===== config.mk =====
export PLATFORM = sky130hd
export DESIGN_NAME = usart_status_data_baud
export DESIGN_NICKNAME = d
export VERILOG_FILES = /design/src/pkg/usart_chan_pkg.sv /design/src/logic/baud_divider.sv /design/src/logic/usart_status_data_baud.sv
export SDC_FILE = /design/constraint.sdc
export NUM_CORES = 1
export LEC_CHECK = 0
export ABC_AREA = 0
export ABC_CLOCK_PERIOD_IN_PS = 4650
export BUFFER_PORTS_ARGS = -buffer_cell sky130_fd_sc_hd__clkbuf_2
export CORE_MARGIN = 1
export CORE_UTILIZATION = 50
export DETAILED_ROUTE_END_ITERATION = 12
export PLACE_DENSITY = 0.7
export SYNTH_ARGS = -nofsm -noshare
export SYNTH_HDL_FRONTEND = slang
export SYNTH_HIERARCHICAL = 1
export SYNTH_SLANG_ARGS = --single-unit

===== constraint.sdc =====
create_clock -name ref_clk -period 4.65 [get_ports ref_clk]
set_input_delay 0.93 -clock ref_clk [delete_from_list [all_inputs] [get_ports ref_clk]]
set_output_delay 0.93 -clock ref_clk [all_outputs]
set_load 0.02 [all_outputs]

===== src/pkg/usart_chan_pkg.sv =====
// Register map, status layout and command bits of the serial channel status block
package usart_chan_pkg;
	localparam logic [7:0] OFS_CONTROL = 8'h00;
	localparam logic [7:0] OFS_MODE = 8'h04;
	localparam logic [7:0] OFS_INT_ENABLE = 8'h08;
	localparam logic [7:0] OFS_INT_DISABLE = 8'h0c;
	localparam logic [7:0] OFS_INT_MASK = 8'h10;
	localparam logic [7:0] OFS_CHAN_STATUS = 8'h14;
	localparam logic [7:0] OFS_RX_HOLD = 8'h18;
	localparam logic [7:0] OFS_TX_HOLD = 8'h1c;
	localparam logic [7:0] OFS_BAUD_DIV = 8'h20;
	localparam logic [7:0] OFS_TIMEOUT_VAL = 8'h24;
	localparam int FLAG_W = 10;
	localparam int BIT_RX_READY = 0;
	localparam int BIT_TX_FREE = 1;
	localparam int BIT_RX_BREAK = 2;
	localparam int BIT_RX_DONE = 3;
	localparam int BIT_TX_DONE = 4;
	localparam int BIT_OVERRUN = 5;
	localparam int BIT_FRAMING = 6;
	localparam int BIT_PARITY = 7;
	localparam int BIT_TIMEOUT = 8;
	localparam int BIT_TX_EMPTY = 9;
	localparam logic [9:0] STATUS_RESET = 10'h018;
	localparam logic [9:0] MASK_RESET = 10'h000;
	localparam int CTL_RX_ON = 4;
	localparam int CTL_RX_OFF = 5;
	localparam int CTL_TX_ON = 6;
	localparam int CTL_TX_OFF = 7;
	localparam int CTL_CLEAR_STATUS = 8;
	localparam int CTL_BEGIN_BREAK = 9;
	localparam int CTL_END_BREAK = 10;
	localparam int CTL_ARM_TIMEOUT = 11;
	localparam int MODE_CLKSEL_LO = 4;
	localparam int MODE_SYNC = 8;
	localparam int CHAR_W = 9;
	localparam int DIV_W = 16;
	localparam int OVERSAMPLE = 16;
	localparam int PRESCALE_MCK8 = 8;
	localparam int TIMEOUT_BITS_PER_UNIT = 4;
	// Receive-side events from the shift logic
	typedef struct packed {
		logic charDone;
		logic [8:0] charData;
		logic stopLow;
		logic parityBad;
		logic breakEdge;
	} rx_event_type;
	typedef enum logic [1:0] {
		TX_IDLE = 2'b00,
		TX_SHIFT = 2'b01,
		TX_BREAK = 2'b11
	} tx_state_type;
endpackage : usart_chan_pkg


===== src/logic/baud_divider.sv =====
// Baud rate divider producing one-cycle tick enables
`timescale 1ns/1ps
`default_nettype none
module baud_divider #(
	parameter int DIV_W = 16
) (
	input wire logic ref_clk, // System clock
	input wire logic srst, // Synchronous reset
	input wire logic srcTick, // Selected source clock enable
	input wire logic [DIV_W-1:0] divisor, // Clock divisor
	input wire logic syncMode, // Synchronous mode
	input wire logic extSync, // Synchronous with external clock
	output logic bitTick // One pulse per bit period
);
	logic [DIV_W-1:0] divCnt_q;
	logic [3:0] overCnt_q;
	logic divTick;
	if (DIV_W < 2) begin : g_bad_div_width
		$error("DIV_W too small");
	end
	// Divisor zero stops the clock, one bypasses; a count above a lowered divisor ends at once
	assign divTick = srcTick && divisor != DIV_W'(0) && divCnt_q >= divisor - DIV_W'(1);
	assign bitTick = extSync ? srcTick : (syncMode ? divTick : (divTick && overCnt_q == 4'hf));
	always_ff @(posedge ref_clk) begin
		if (srst || divisor == DIV_W'(0)) begin
			divCnt_q <= '0;
			overCnt_q <= '0;
		end else if (srcTick) begin
			divCnt_q <= divTick ? '0 : divCnt_q + 1'b1;
			if (divTick) overCnt_q <= overCnt_q + 4'h1;
		end
	end
	a_stopped_clock: assert property (@(posedge ref_clk) disable iff (srst)
		(divisor == DIV_W'(0) && !extSync) |-> !bitTick) else $error("tick with zero divisor");
endmodule : baud_divider
`default_nettype wire


===== src/logic/usart_status_data_baud.sv =====
// Status, mask, holding and baud registers of one serial channel
// What this block does
// Writing one to a disable bit clears that mask bit; zero does nothing.
// Mask register resets to zero, reads one per enabled source.
// Disable, mask and status share one ten-bit layout.
// Status resets with both transfer-done bits set.
// Char ready sets on receive, clears on read or receiver off.
// Holding free only when holding empty and no break pending.
// Holding free and all empty zero while transmitter off; enable sets.
// Break seen sets on break or break end, sticky until status clear.
// Transfer-done flags follow the data controller end signals.
// Overrun sets when a char lands while char ready set.
// Framing error sets on low stop bit, sticky.
// Parity error sets on bad parity or multidrop high, sticky.
// Timeout sets on expiry after arming; zero value keeps it clear.
// All empty only when holding and shifter empty and no break.
// Receive holding reads nine-bit right-aligned char, rest zero.
// Transmit holding write queues a char after the current one.
// Divisor zero stops, one bypasses, else divides by 16*n or n.
// Divisor has no effect in synchronous mode with external clock.
// Software uses an even divisor in synchronous mode.
// Software never uses bypass with the undivided master clock.
// Status clear command clears parity, framing, overrun, break seen.
// Writing one to an enable bit sets that mask bit.
// Arming waits for a new character before counting starts.
// Interrupt asserts while any flag is set with its mask set.
//
// Added by the designer: strobed register access.
`timescale 1ns/1ps
`default_nettype none
module usart_status_data_baud #(
	parameter int TO_W = 8
) (
	input wire logic ref_clk, // 20 MHz system clock
	input wire logic srst, // Synchronous reset, active high
	input wire logic [7:0] regAddr, // Register byte address
	input wire logic [31:0] regWdata, // Write data
	input wire logic regWrite, // Write strobe
	input wire logic regRead, // Read strobe
	output logic [31:0] regRdata, // Read data, cycle after strobe
	input wire logic serialClkPin, // External serial clock pin
	input wire logic rxDonePin, // Receive data controller end of transfer
	input wire logic txDonePin, // Transmit data controller end of transfer
	input wire usart_chan_pkg::rx_event_type rxEvent, // Receive shift events
	output logic [8:0] txChar, // Character to shifter
	output logic txLoad, // Shifter load pulse
	input wire logic txShiftBusy, // Shifter still sending
	output logic txBreakOn, // Break being sent
	output logic bitTickOut, // Bit period enable
	output logic irq // Channel interrupt
);
	logic [usart_chan_pkg::FLAG_W-1:0] mask_q, status;
	logic [8:0] rxHold_q, txHold_q;
	logic rxReady_q, overrun_q, framing_q, parity_q, breakSeen_q, timeout_q;
	logic txEnabled_q, rxEnabled_q, holdFull_q, breakReq_q;
	logic [15:0] divisor_q;
	logic [9:0] mode_q;
	logic [TO_W-1:0] toValue_q, toCnt_q;
	logic toArmed_q, toRun_q;
	logic [1:0] quarterCnt_q;
	logic [2:0] pre8_q;
	logic [2:0] sckSync_q;
	logic [1:0] rxDoneSync_q, txDoneSync_q;
	usart_chan_pkg::tx_state_type txState_q;
	logic wrCtl, wrEn, wrDis, wrTx, wrDiv, wrTo, wrMode, rdRx, clearCmd, armCmd;
	logic srcTick, bitTick, extSync, sckRise, txOnCmd, rxOffCmd, moveToShift;
	logic [31:0] rdMux;
	if (TO_W < 1 || TO_W > 16) begin : g_bad_to_width
		$error("TO_W out of range");
	end
	assign wrCtl = regWrite && regAddr == usart_chan_pkg::OFS_CONTROL;
	assign wrMode = regWrite && regAddr == usart_chan_pkg::OFS_MODE;
	assign wrEn = regWrite && regAddr == usart_chan_pkg::OFS_INT_ENABLE;
	assign wrDis = regWrite && regAddr == usart_chan_pkg::OFS_INT_DISABLE;
	assign wrTx = regWrite && regAddr == usart_chan_pkg::OFS_TX_HOLD;
	assign wrDiv = regWrite && regAddr == usart_chan_pkg::OFS_BAUD_DIV;
	assign wrTo = regWrite && regAddr == usart_chan_pkg::OFS_TIMEOUT_VAL;
	assign rdRx = regRead && regAddr == usart_chan_pkg::OFS_RX_HOLD;
	assign clearCmd = wrCtl && regWdata[usart_chan_pkg::CTL_CLEAR_STATUS];
	assign armCmd = (wrCtl && regWdata[usart_chan_pkg::CTL_ARM_TIMEOUT]) || wrTo;
	assign txOnCmd = wrCtl && regWdata[usart_chan_pkg::CTL_TX_ON] && !regWdata[usart_chan_pkg::CTL_TX_OFF];
	assign rxOffCmd = wrCtl && regWdata[usart_chan_pkg::CTL_RX_OFF];
	// Clock source: master, master/8, or synchronised external edge
	assign sckRise = sckSync_q[1] && !sckSync_q[2];
	assign srcTick = mode_q[usart_chan_pkg::MODE_CLKSEL_LO + 1] ? sckRise
		: (mode_q[usart_chan_pkg::MODE_CLKSEL_LO] ? pre8_q == 3'h7 : 1'b1);
	assign extSync = mode_q[usart_chan_pkg::MODE_SYNC] && mode_q[usart_chan_pkg::MODE_CLKSEL_LO + 1];
	baud_divider #(
		.DIV_W(usart_chan_pkg::DIV_W)
	) u_div (
		.ref_clk(ref_clk),
		.srst(srst),
		.srcTick(srcTick),
		.divisor(divisor_q),
		.syncMode(mode_q[usart_chan_pkg::MODE_SYNC]),
		.extSync(extSync),
		.bitTick(bitTick)
	);
	always_ff @(posedge ref_clk) begin
		if (srst) begin
			sckSync_q <= '0;
			// Done flags read active from reset on
			rxDoneSync_q <= {2{usart_chan_pkg::STATUS_RESET[usart_chan_pkg::BIT_RX_DONE]}};
			txDoneSync_q <= {2{usart_chan_pkg::STATUS_RESET[usart_chan_pkg::BIT_TX_DONE]}};
			pre8_q <= '0;
			mode_q <= '0;
			divisor_q <= '0;
		end else begin
			sckSync_q <= {sckSync_q[1:0], serialClkPin};
			rxDoneSync_q <= {rxDoneSync_q[0], rxDonePin};
			txDoneSync_q <= {txDoneSync_q[0], txDonePin};
			pre8_q <= pre8_q + 3'h1;
			if (wrMode) mode_q <= regWdata[9:0];
			if (wrDiv) divisor_q <= regWdata[15:0];
		end
	end
	// Mask: enable sets, disable clears; enable wins if both in one write is impossible
	always_ff @(posedge ref_clk) begin
		if (srst) mask_q <= usart_chan_pkg::MASK_RESET;
		else if (wrEn) mask_q <= mask_q | regWdata[9:0];
		else if (wrDis) mask_q <= mask_q & ~regWdata[9:0];
	end
	// Receive flags; set wins over clear
	always_ff @(posedge ref_clk) begin
		if (srst) begin
			rxReady_q <= 1'b0;
			rxEnabled_q <= 1'b0;
			rxHold_q <= '0;
			overrun_q <= 1'b0;
			framing_q <= 1'b0;
			parity_q <= 1'b0;
			breakSeen_q <= 1'b0;
		end else begin
			if (wrCtl && regWdata[usart_chan_pkg::CTL_RX_ON] && !regWdata[usart_chan_pkg::CTL_RX_OFF])
				rxEnabled_q <= 1'b1;
			else if (rxOffCmd) rxEnabled_q <= 1'b0;
			if (rxEvent.charDone && rxEnabled_q) begin
				rxHold_q <= rxEvent.charData;
				rxReady_q <= 1'b1;
			end else if (rdRx || rxOffCmd) rxReady_q <= 1'b0;
			if (rxEvent.charDone && rxEnabled_q && rxReady_q) overrun_q <= 1'b1;
			else if (clearCmd) overrun_q <= 1'b0;
			if (rxEvent.stopLow) framing_q <= 1'b1;
			else if (clearCmd) framing_q <= 1'b0;
			if (rxEvent.parityBad) parity_q <= 1'b1;
			else if (clearCmd) parity_q <= 1'b0;
			if (rxEvent.breakEdge) breakSeen_q <= 1'b1;
			else if (clearCmd) breakSeen_q <= 1'b0;
		end
	end
	// Timeout: arm waits for a character, then counts 4-bit units
	always_ff @(posedge ref_clk) begin
		if (srst) begin
			toValue_q <= '0;
			toCnt_q <= '0;
			toArmed_q <= 1'b0;
			toRun_q <= 1'b0;
			timeout_q <= 1'b0;
			quarterCnt_q <= '0;
		end else begin
			if (wrTo) toValue_q <= regWdata[TO_W-1:0];
			if (armCmd) begin
				toArmed_q <= 1'b1;
				toRun_q <= 1'b0;
				timeout_q <= 1'b0;
			end else if (rxEvent.charDone && (toArmed_q || toRun_q)) begin
				toArmed_q <= 1'b0;
				toRun_q <= toValue_q != '0;
				toCnt_q <= toValue_q;
				quarterCnt_q <= '0;
			end else if (toRun_q && bitTick) begin
				quarterCnt_q <= quarterCnt_q + 2'h1;
				if (quarterCnt_q == 2'h3) begin
					if (toCnt_q == TO_W'(1)) begin
						toRun_q <= 1'b0;
						timeout_q <= 1'b1;
					end
					toCnt_q <= toCnt_q - TO_W'(1);
				end
			end
			if (wrTo && regWdata[TO_W-1:0] == '0) timeout_q <= 1'b0;
		end
	end
	// Transmit holding and break control
	assign moveToShift = txEnabled_q && holdFull_q && !txShiftBusy && txState_q != usart_chan_pkg::TX_BREAK;
	always_ff @(posedge ref_clk) begin
		if (srst) begin
			txEnabled_q <= 1'b0;
			holdFull_q <= 1'b0;
			txHold_q <= '0;
			breakReq_q <= 1'b0;
			txState_q <= usart_chan_pkg::TX_IDLE;
			txChar <= '0;
			txLoad <= 1'b0;
		end else begin
			txLoad <= moveToShift;
			if (txOnCmd) txEnabled_q <= 1'b1;
			else if (wrCtl && regWdata[usart_chan_pkg::CTL_TX_OFF]) txEnabled_q <= 1'b0;
			if (wrTx) begin
				txHold_q <= regWdata[8:0];
				holdFull_q <= 1'b1;
			end else if (moveToShift) holdFull_q <= 1'b0;
			if (moveToShift) txChar <= txHold_q;
			if (wrCtl && regWdata[usart_chan_pkg::CTL_BEGIN_BREAK] && txState_q != usart_chan_pkg::TX_BREAK)
				breakReq_q <= 1'b1;
			case (txState_q)
				usart_chan_pkg::TX_IDLE: begin
					if (moveToShift) txState_q <= usart_chan_pkg::TX_SHIFT;
					else if (breakReq_q && !holdFull_q && !txShiftBusy) begin
						txState_q <= usart_chan_pkg::TX_BREAK;
						breakReq_q <= 1'b0;
					end
				end
				usart_chan_pkg::TX_SHIFT: begin
					if (!txShiftBusy && !txLoad) txState_q <= usart_chan_pkg::TX_IDLE;
				end
				usart_chan_pkg::TX_BREAK: begin
					if (wrCtl && regWdata[usart_chan_pkg::CTL_END_BREAK]) txState_q <= usart_chan_pkg::TX_IDLE;
				end
				default: txState_q <= usart_chan_pkg::TX_IDLE;
			endcase
		end
	end
	always_comb begin
		status = '0;
		status[usart_chan_pkg::BIT_RX_READY] = rxReady_q;
		status[usart_chan_pkg::BIT_TX_FREE] = txEnabled_q && !holdFull_q && !breakReq_q;
		status[usart_chan_pkg::BIT_RX_BREAK] = breakSeen_q;
		status[usart_chan_pkg::BIT_RX_DONE] = rxDoneSync_q[1];
		status[usart_chan_pkg::BIT_TX_DONE] = txDoneSync_q[1];
		status[usart_chan_pkg::BIT_OVERRUN] = overrun_q;
		status[usart_chan_pkg::BIT_FRAMING] = framing_q;
		status[usart_chan_pkg::BIT_PARITY] = parity_q;
		status[usart_chan_pkg::BIT_TIMEOUT] = timeout_q;
		status[usart_chan_pkg::BIT_TX_EMPTY] = txEnabled_q && !holdFull_q && !txShiftBusy && !txLoad
			&& txState_q == usart_chan_pkg::TX_IDLE && !breakReq_q;
	end
	// Unmapped and write-only addresses read zero
	assign rdMux = (regAddr == usart_chan_pkg::OFS_INT_MASK) ? {22'h0, mask_q}
		: (regAddr == usart_chan_pkg::OFS_CHAN_STATUS) ? {22'h0, status}
		: (regAddr == usart_chan_pkg::OFS_RX_HOLD) ? {23'h0, rxHold_q}
		: (regAddr == usart_chan_pkg::OFS_BAUD_DIV) ? {16'h0, divisor_q}
		: (regAddr == usart_chan_pkg::OFS_MODE) ? {22'h0, mode_q}
		: (regAddr == usart_chan_pkg::OFS_TIMEOUT_VAL) ? {{(32-TO_W){1'b0}}, toValue_q}
		: 32'h0;
	always_ff @(posedge ref_clk) begin
		if (srst) begin
			regRdata <= '0;
			irq <= 1'b0;
			txBreakOn <= 1'b0;
			bitTickOut <= 1'b0;
		end else begin
			regRdata <= regRead ? rdMux : 32'h0;
			irq <= |(status & mask_q);
			txBreakOn <= txState_q == usart_chan_pkg::TX_BREAK;
			bitTickOut <= bitTick;
		end
	end
	a_disable_clears: assert property (@(posedge ref_clk) disable iff (srst) (wrDis && !wrEn) |=> ((mask_q & $past(regWdata[9:0])) == 10'h0)) else $error("disable left mask bit");
	a_enable_sets: assert property (@(posedge ref_clk) disable iff (srst) wrEn |=> ((mask_q & $past(regWdata[9:0])) == $past(regWdata[9:0]))) else $error("enable missed mask bit");
	a_status_reset: assert property (@(posedge ref_clk) disable iff (srst) $past(srst) |->
		(status == usart_chan_pkg::STATUS_RESET && mask_q == usart_chan_pkg::MASK_RESET)) else $error("bad reset status");
	a_rx_ready_set: assert property (@(posedge ref_clk) disable iff (srst) (rxEvent.charDone && rxEnabled_q) |=> rxReady_q) else $error("char ready not set");
	a_overrun_set: assert property (@(posedge ref_clk) disable iff (srst) (rxEvent.charDone && rxEnabled_q && rxReady_q) |=> overrun_q) else $error("overrun missed");
	a_sticky_clear: assert property (@(posedge ref_clk) disable iff (srst) (clearCmd && !rxEvent.stopLow && !rxEvent.parityBad) |=> (!framing_q && !parity_q)) else $error("clear ignored");
	a_tx_off_zero: assert property (@(posedge ref_clk) disable iff (srst) !txEnabled_q |-> (!status[1] && !status[9])) else $error("flags set while off");
	a_tx_on_sets: assert property (@(posedge ref_clk) disable iff (srst) (txOnCmd && !txEnabled_q) |=> (status[1] && status[9])) else $error("enable did not set flags");
	a_irq_follows: assert property (@(posedge ref_clk) disable iff (srst) |(status & mask_q) |=> irq) else $error("irq missing");
	a_done_follows: assert property (@(posedge ref_clk) disable iff (srst) rxDonePin ##1 rxDonePin ##1 rxDonePin |-> status[3]) else $error("rx done lost");
	c_overrun: cover property (@(posedge ref_clk) disable iff (srst) $rose(overrun_q));
	c_timeout: cover property (@(posedge ref_clk) disable iff (srst) $rose(timeout_q));
	c_break: cover property (@(posedge ref_clk) disable iff (srst) $rose(txBreakOn));
	c_irq: cover property (@(posedge ref_clk) disable iff (srst) $rose(irq));
endmodule : usart_status_data_baud
`default_nettype wire


# == Yosys cells after proc, flatten, opt, wreduce, memory -nomap -nowiden ==
# Cells that the tools add are included.
# W data, S select, Z words.
# word_totals
out_inout_bits,45
ff_bits,161
input_bits,61
# op_classes
n_reduce_logical,83
magnitude_cmp,1
mux,46
n_addsub,6
n_bitwise,7
n_eq_ne,19
# ops
cell,count
$mux W10,6
$logic_and A1 B1 Y1,41
$eq A8 B5 Y1 const B,4
$mux W16,2
$mux W8,4
$mux W1,27
$reduce_bool A2 Y1,13
$and A10 B10 Y10,2
$add A16 B1 Y16 const B,1
$eq A8 B4 Y1 const B,2
$eq A8 B6 Y1 const B,2
$ge A16 B16 Y1,1
$logic_not A16 Y1,1
$logic_not A8 Y1,2
$reduce_bool A16 Y1,1
$sub A16 B1 Y16 const B,1
$mux W2,6
$not A10 Y10,1
$or A10 B10 Y10,1
$reduce_or A10 Y1,1
$reduce_and A3 Y1,3
$eq A8 B1 Y1 const B,1
$eq A8 B3 Y1 const B,1
$reduce_bool A8 Y1,1
21 further kinds,37

# == Depth between registers and ports, before layout ==
# logic_depth
ltp_word,11
ltp_mapped,20

# == Hierarchy ==
# Netlist, hierarchy kept.
# modules_own_cells
module,cells_per_inst,area_each_um2,seq_area_each_um2,n_inst
usart_status_data_baud,619,5512.8,2502.4,1
baud_divider,182,1559.0,400.4,1

# == Worst setup path before layout ==
# No wires, ideal clock.
# synth_timing
path_kind,reg-to-reg
start,register divisor_q[7]
end,register toCnt_q[2]
t_required_ps,4562
arrival_time_ps,4177
setup_time_ps,88
path_buffers,3
path_stages_with_launch,20
path_slack_ps,384
period_less_slack_ps,4266
cell_sequence,dfxtp_1 or4_4 nor3_4 nor3b_4 nor3b_1 xnor2_1 ha_1 nand4_1 nor2_1 nand3b_1 and4_1 clkbuf_1 a311oi_1 o21a_1 a21oi_1 or2_0 clkbuf_1 or3_1 buf_4 o32ai_2
# synth_via
elab_chain_len,9
elab_cells_between_ends,11
# synth_lines
element,line_no,rtl
from (decl),usart_status_data_baud.sv:56,logic [15:0] divisor_q;
from (signal assigned),usart_status_data_baud.sv:114,if (wrDiv) divisor_q <= regWdata[15:0];
$sub A16 B1 Y16 or $reduce_bool A16 Y1 (tied branches),baud_divider.sv:22,assign divTick = srcTick && divisor != DIV_W'(0) && divCnt_q >= divisor - DIV_W'(1);
$ge A16 B16 Y1 or $logic_and A1 B1 Y1 (tied branches),baud_divider.sv:22,
$logic_and A1 B1 Y1 *,baud_divider.sv:22,
$logic_and A1 B1 Y1,baud_divider.sv:23,assign bitTick = extSync ? srcTick : (syncMode ? divTick : (divTick && overCnt_q == 4'hf));
$mux W1 * (2 in a row),baud_divider.sv:23,
via bitTick,usart_status_data_baud.sv:66,"logic srcTick, bitTick, extSync, sckRise, txOnCmd, rxOffCmd, moveToShift;"
$logic_and A1 B1 Y1 *,usart_status_data_baud.sv:171,end else if (toRun_q && bitTick) begin
$reduce_bool A2 Y1 (no line) *,--,
$reduce_and A3 Y1 (no line) *,--,
to (signal assigned),usart_status_data_baud.sv:169,toCnt_q <= toValue_q;
to (signal assigned),usart_status_data_baud.sv:178,toCnt_q <= toCnt_q - TO_W'(1);
to (decl),usart_status_data_baud.sv:58,"logic [TO_W-1:0] toValue_q, toCnt_q;"
# The timed path passes the listed nets; every way through them passes the cells marked *.
# A chain may end at the register's enable or synchronous reset.

# == Worst setup path after layout ==
# layout_timing
start,register divisor_q[8]
end,register toCnt_q[7]
# The elaborated chain is that of the path after synthesis.

==> impl_metrics.env <==
export IMPL_regArea_mm2=0.002903
export IMPL_syn2layout_area_growth_pct=13.20
export IMPL_worst_pin_slew_ns=0.8037
export IMPL_critical_path_class="flip-flop to flip-flop"
export IMPL_finalSetupViolations=0
export IMPL_ant_nets=0
export IMPL_place_congestion=0.8738
export IMPL_numCtsBuffers=17
export IMPL_grt_max_degree=55
export IMPL_clk_pin_slew_ns=0.06
export IMPL_reg2reg_from="divisor_q[8]"
export IMPL_fillerInstances=1230
export IMPL_multi_input_area_mm2=0.003819
export IMPL_cts_resized=0
export IMPL_pre_cts_slack_ns=0.2323
export IMPL_drt_iter0_markers=438
export IMPL_synth_top_area_share=0.4105
export IMPL_synth_cells=801
export IMPL_crit_path_end="toCnt_q[7]"
export IMPL_vias_per_cell=5.591
export IMPL_status="completed"
export IMPL_async_flop_share=0
export IMPL_worst_path_buf_inv=0
export IMPL_clk_path_buf_depth=2
export IMPL_rrSetupSlack_ns=0.40
export IMPL_yosysTopAreaCell="dfxtp_1"
export IMPL_clock_skew_ns=0.01385
export IMPL_n_antenna_cell=0
export IMPL_yosys_top_cells_count="145 x dfxtp_1, 107 x nand2_1, 71 x a21oi_1"
export IMPL_synth_compound_area_frac=0.1644
export IMPL_vdd_ir_drop_max_uv=255.6
export IMPL_startpoint="divisor_q[8]"
export IMPL_rows=43
export IMPL_antenna_found_initial=0
export IMPL_initial_core_util=0.5114
export IMPL_postCtsHoldBufs=0
export IMPL_drive_gt1_frac=0.1765
export IMPL_cp_start_kind="flip-flop"
export IMPL_synth_xor_area_share=0.03468
export IMPL_final_net_count=939
export IMPL_fp_coreArea_mm2=0.01383
export IMPL_die_w_um=120.9
export IMPL_synth_top_family_by_area="simple AND/OR/NAND/NOR gates"
export IMPL_synth_area_mm2=0.007072
export IMPL_cts_sinks=145
export IMPL_power_density_mw_per_mm2=331.8
export IMPL_final_setup_tns_ns=0
export IMPL_maxSlewViolCount=0
export IMPL_ys_flop_type="dfxtp_1"
export IMPL_reg2reg_to="toCnt_q[7]"
export IMPL_synth_distinct_cells=68
export IMPL_maxCapViolations=0
export IMPL_ys_ff_latch=145
export IMPL_synthTopCellsByArea="dfxtp_1 41%, nand2_1 5.7%, a21oi_1 5.0%"
export IMPL_synth_simple_area_share=0.2468
export IMPL_post_route_drc_count=0
export IMPL_fin_crit_ns=4.254
export IMPL_die_area_mm2=0.01462
export IMPL_crit_required_ns=4.99
export IMPL_synthMuxAreaShare=0.04246
export IMPL_hold_path_class="flip-flop to flip-flop"
export IMPL_cts_tree="built"
export IMPL_timing_fmax_mhz=235.1
export IMPL_worst_path_stages=16
export IMPL_crit_chain="or4_4 > nor3_4 > nor3b_4 > nor3b_1 > xnor2_1 > ha_1 > nand4_1 > nor2_1 > nand3b_1 > and4_1 > a311oi_1 > o21a_1 > a21oi_1 > or2_0 > or3_4 > o32ai_2"
export IMPL_synthAdderAreaFrac=0.04246
export IMPL_grt_remaining_overflow=0
export IMPL_grtUsageTotal=0.2472
export IMPL_io_pins=106
export IMPL_hold_viol=0
export IMPL_fin_crit_sh=0.9148
export IMPL_vias=5854
export IMPL_critPathMaxStageDelay_ns=0.53
export IMPL_cts_setup_buffers=0
export IMPL_htreeDepth=4
export IMPL_path_delay_family="simple AND/OR/NAND/NOR gates"
export IMPL_worstPathMaxFanout=8
export IMPL_hpwl_um=12190
export IMPL_drt_wl_total_um=16980
export IMPL_critical_path_arrival_ns=4.59
export IMPL_grt_pass1_vias=5494
export IMPL_clk_latency_ns=0.42
export IMPL_grt_pass1_wl_um=28130
export IMPL_synth_edf_count=0
export IMPL_syn_mean_instance_area_um2=8.829
export IMPL_yosysMostFrequentCell="dfxtp_1"
export IMPL_cts_root_buf="clkbuf_16"
export IMPL_ys_warn_count=6
export IMPL_firstDrtPassIters=5
export IMPL_power_leakage_uw=0.003105
export IMPL_end_kind="flip-flop"
export IMPL_ys_seq_area_frac=0.4105
export IMPL_r2r_cells=16
export IMPL_maxSlewHeadroom=0.4626
export IMPL_numPortBuffers=73
export IMPL_wl_per_cell_um=16.22
export IMPL_rsz0062_at_grt="no"
export IMPL_fp_dieH_um=120.9
export IMPL_critPathSlowestCell="or4_4"
export IMPL_timing_final_ws_setup_ns=0.3960
==> flip-flops by register name (all words and copies together) (netlist names), 4 cells and up, named ones only <==
name and cells:
u_div/divCnt_q 16, toValue_q 8, divisor_q 16, rxHold_q 9
regRdata 16, txHold_q 9, u_div/overCnt_q 4, mode_q 10
toCnt_q 8, txChar 9
==> area by class of cell <==
class | count | area share
clock buffer | 24 | 0.06018
clock inverter | 8 | 0.009691
inverter | 19 | 0.008909
multi-input combinational | 590 | 0.4770
sequential | 145 | 0.3626
tap | 180 | 0.02813
timing repair buffer | 81 | 0.05345
==> logic make-up after synthesis <==
kind of cell / count (synthesis)
AO/OA/AOI/OAI: 156
XOR/XNOR: 28
adder cells (fa/ha/maj): 24
buffers and inverters: 81
flip-flops: 145
multiplexers: 30
other: 1
AND/OR/NAND/NOR: 336
==> per-stage QoR <==
stage | hold slack [ns] | utilization | power (uW) | instances | instance area (um2)
6_report | 0.4196 | 0.5790 | 2656 | 1047 | 8005
5_1_grt | 0.4388 | 0.5790 | 2751 | 1047 | 8005
3_5_place_dp | 0.4096 | 0.5381 | 1399 | 1015 | 7441
3_3_place_gp | 0.3981 | 0.5381 | 1398 | 1015 | 7441
4_1_cts | 0.4234 | 0.5786 | 2681 | 1047 | 8000
2_1_floorplan | 0.3895 | - | 1362 | 816 | 7128
==> worst min path at each step <==
stage,cells past startpoint,end,slack (ns),start
floorplan,1,rxDoneSync_q[1],0.39,rxDoneSync_q[0]
global placement,1,txDoneSync_q[1],0.40,txDoneSync_q[0]
detailed placement,1,rxDoneSync_q[1],0.41,rxDoneSync_q[0]
CTS,1,rxDoneSync_q[1],0.42,rxDoneSync_q[0]
global route,1,rxDoneSync_q[1],0.44,rxDoneSync_q[0]
finish,1,pre8_q[0],0.42,pre8_q[0]
==> power breakdown <==
| group | internal, uW | switching (uW) | total [uW] |
|---|---|---|---|
| clock network | 777 | 505 | 1280 |
| registers | 1250 | 4.66 | 1260 |
| logic | 33.8 | 85.2 | 119 |
| total | 2060 | 595 | 2660 |
==> routing by layer <==
layer	vias to the layer above	routed length (um)	track usage
li1	2908	-	-
met1	2749	7998	0.3353
met2	169	7700	0.3771
met3	28	912	0.05263
met4	0	367	0.1080
met5	-	0	0
==> cell usage in the layout (no fill, tap or decap), types with 5 or more instances in the layout <==
master / count
mux2i_1: 30
or2_2: 6
o21ai_0: 10
nor2_2: 10
nand2_1: 107
o21a_1: 5
ha_1: 24
clkbuf_2: 72
nor2_1: 68
nand3_1: 9
buf_4: 9
o32ai_2: 6
xor2_1: 14
inv_1: 19
a31oi_1: 6
xnor2_1: 14
clkbuf_16: 17
a32o_1: 10
and3_1: 9
dfxtp_1: 145
nand4_1: 14
nor3_1: 21
nand2b_1: 15
a22oi_1: 9
or3_1: 7
nor2b_1: 13
and2_1: 9
a221oi_2: 8
conb_1: 16
nor4_1: 17
o221a_1: 10
a21oi_1: 71
No activity file was read; power rests on OpenSTA's default activity.
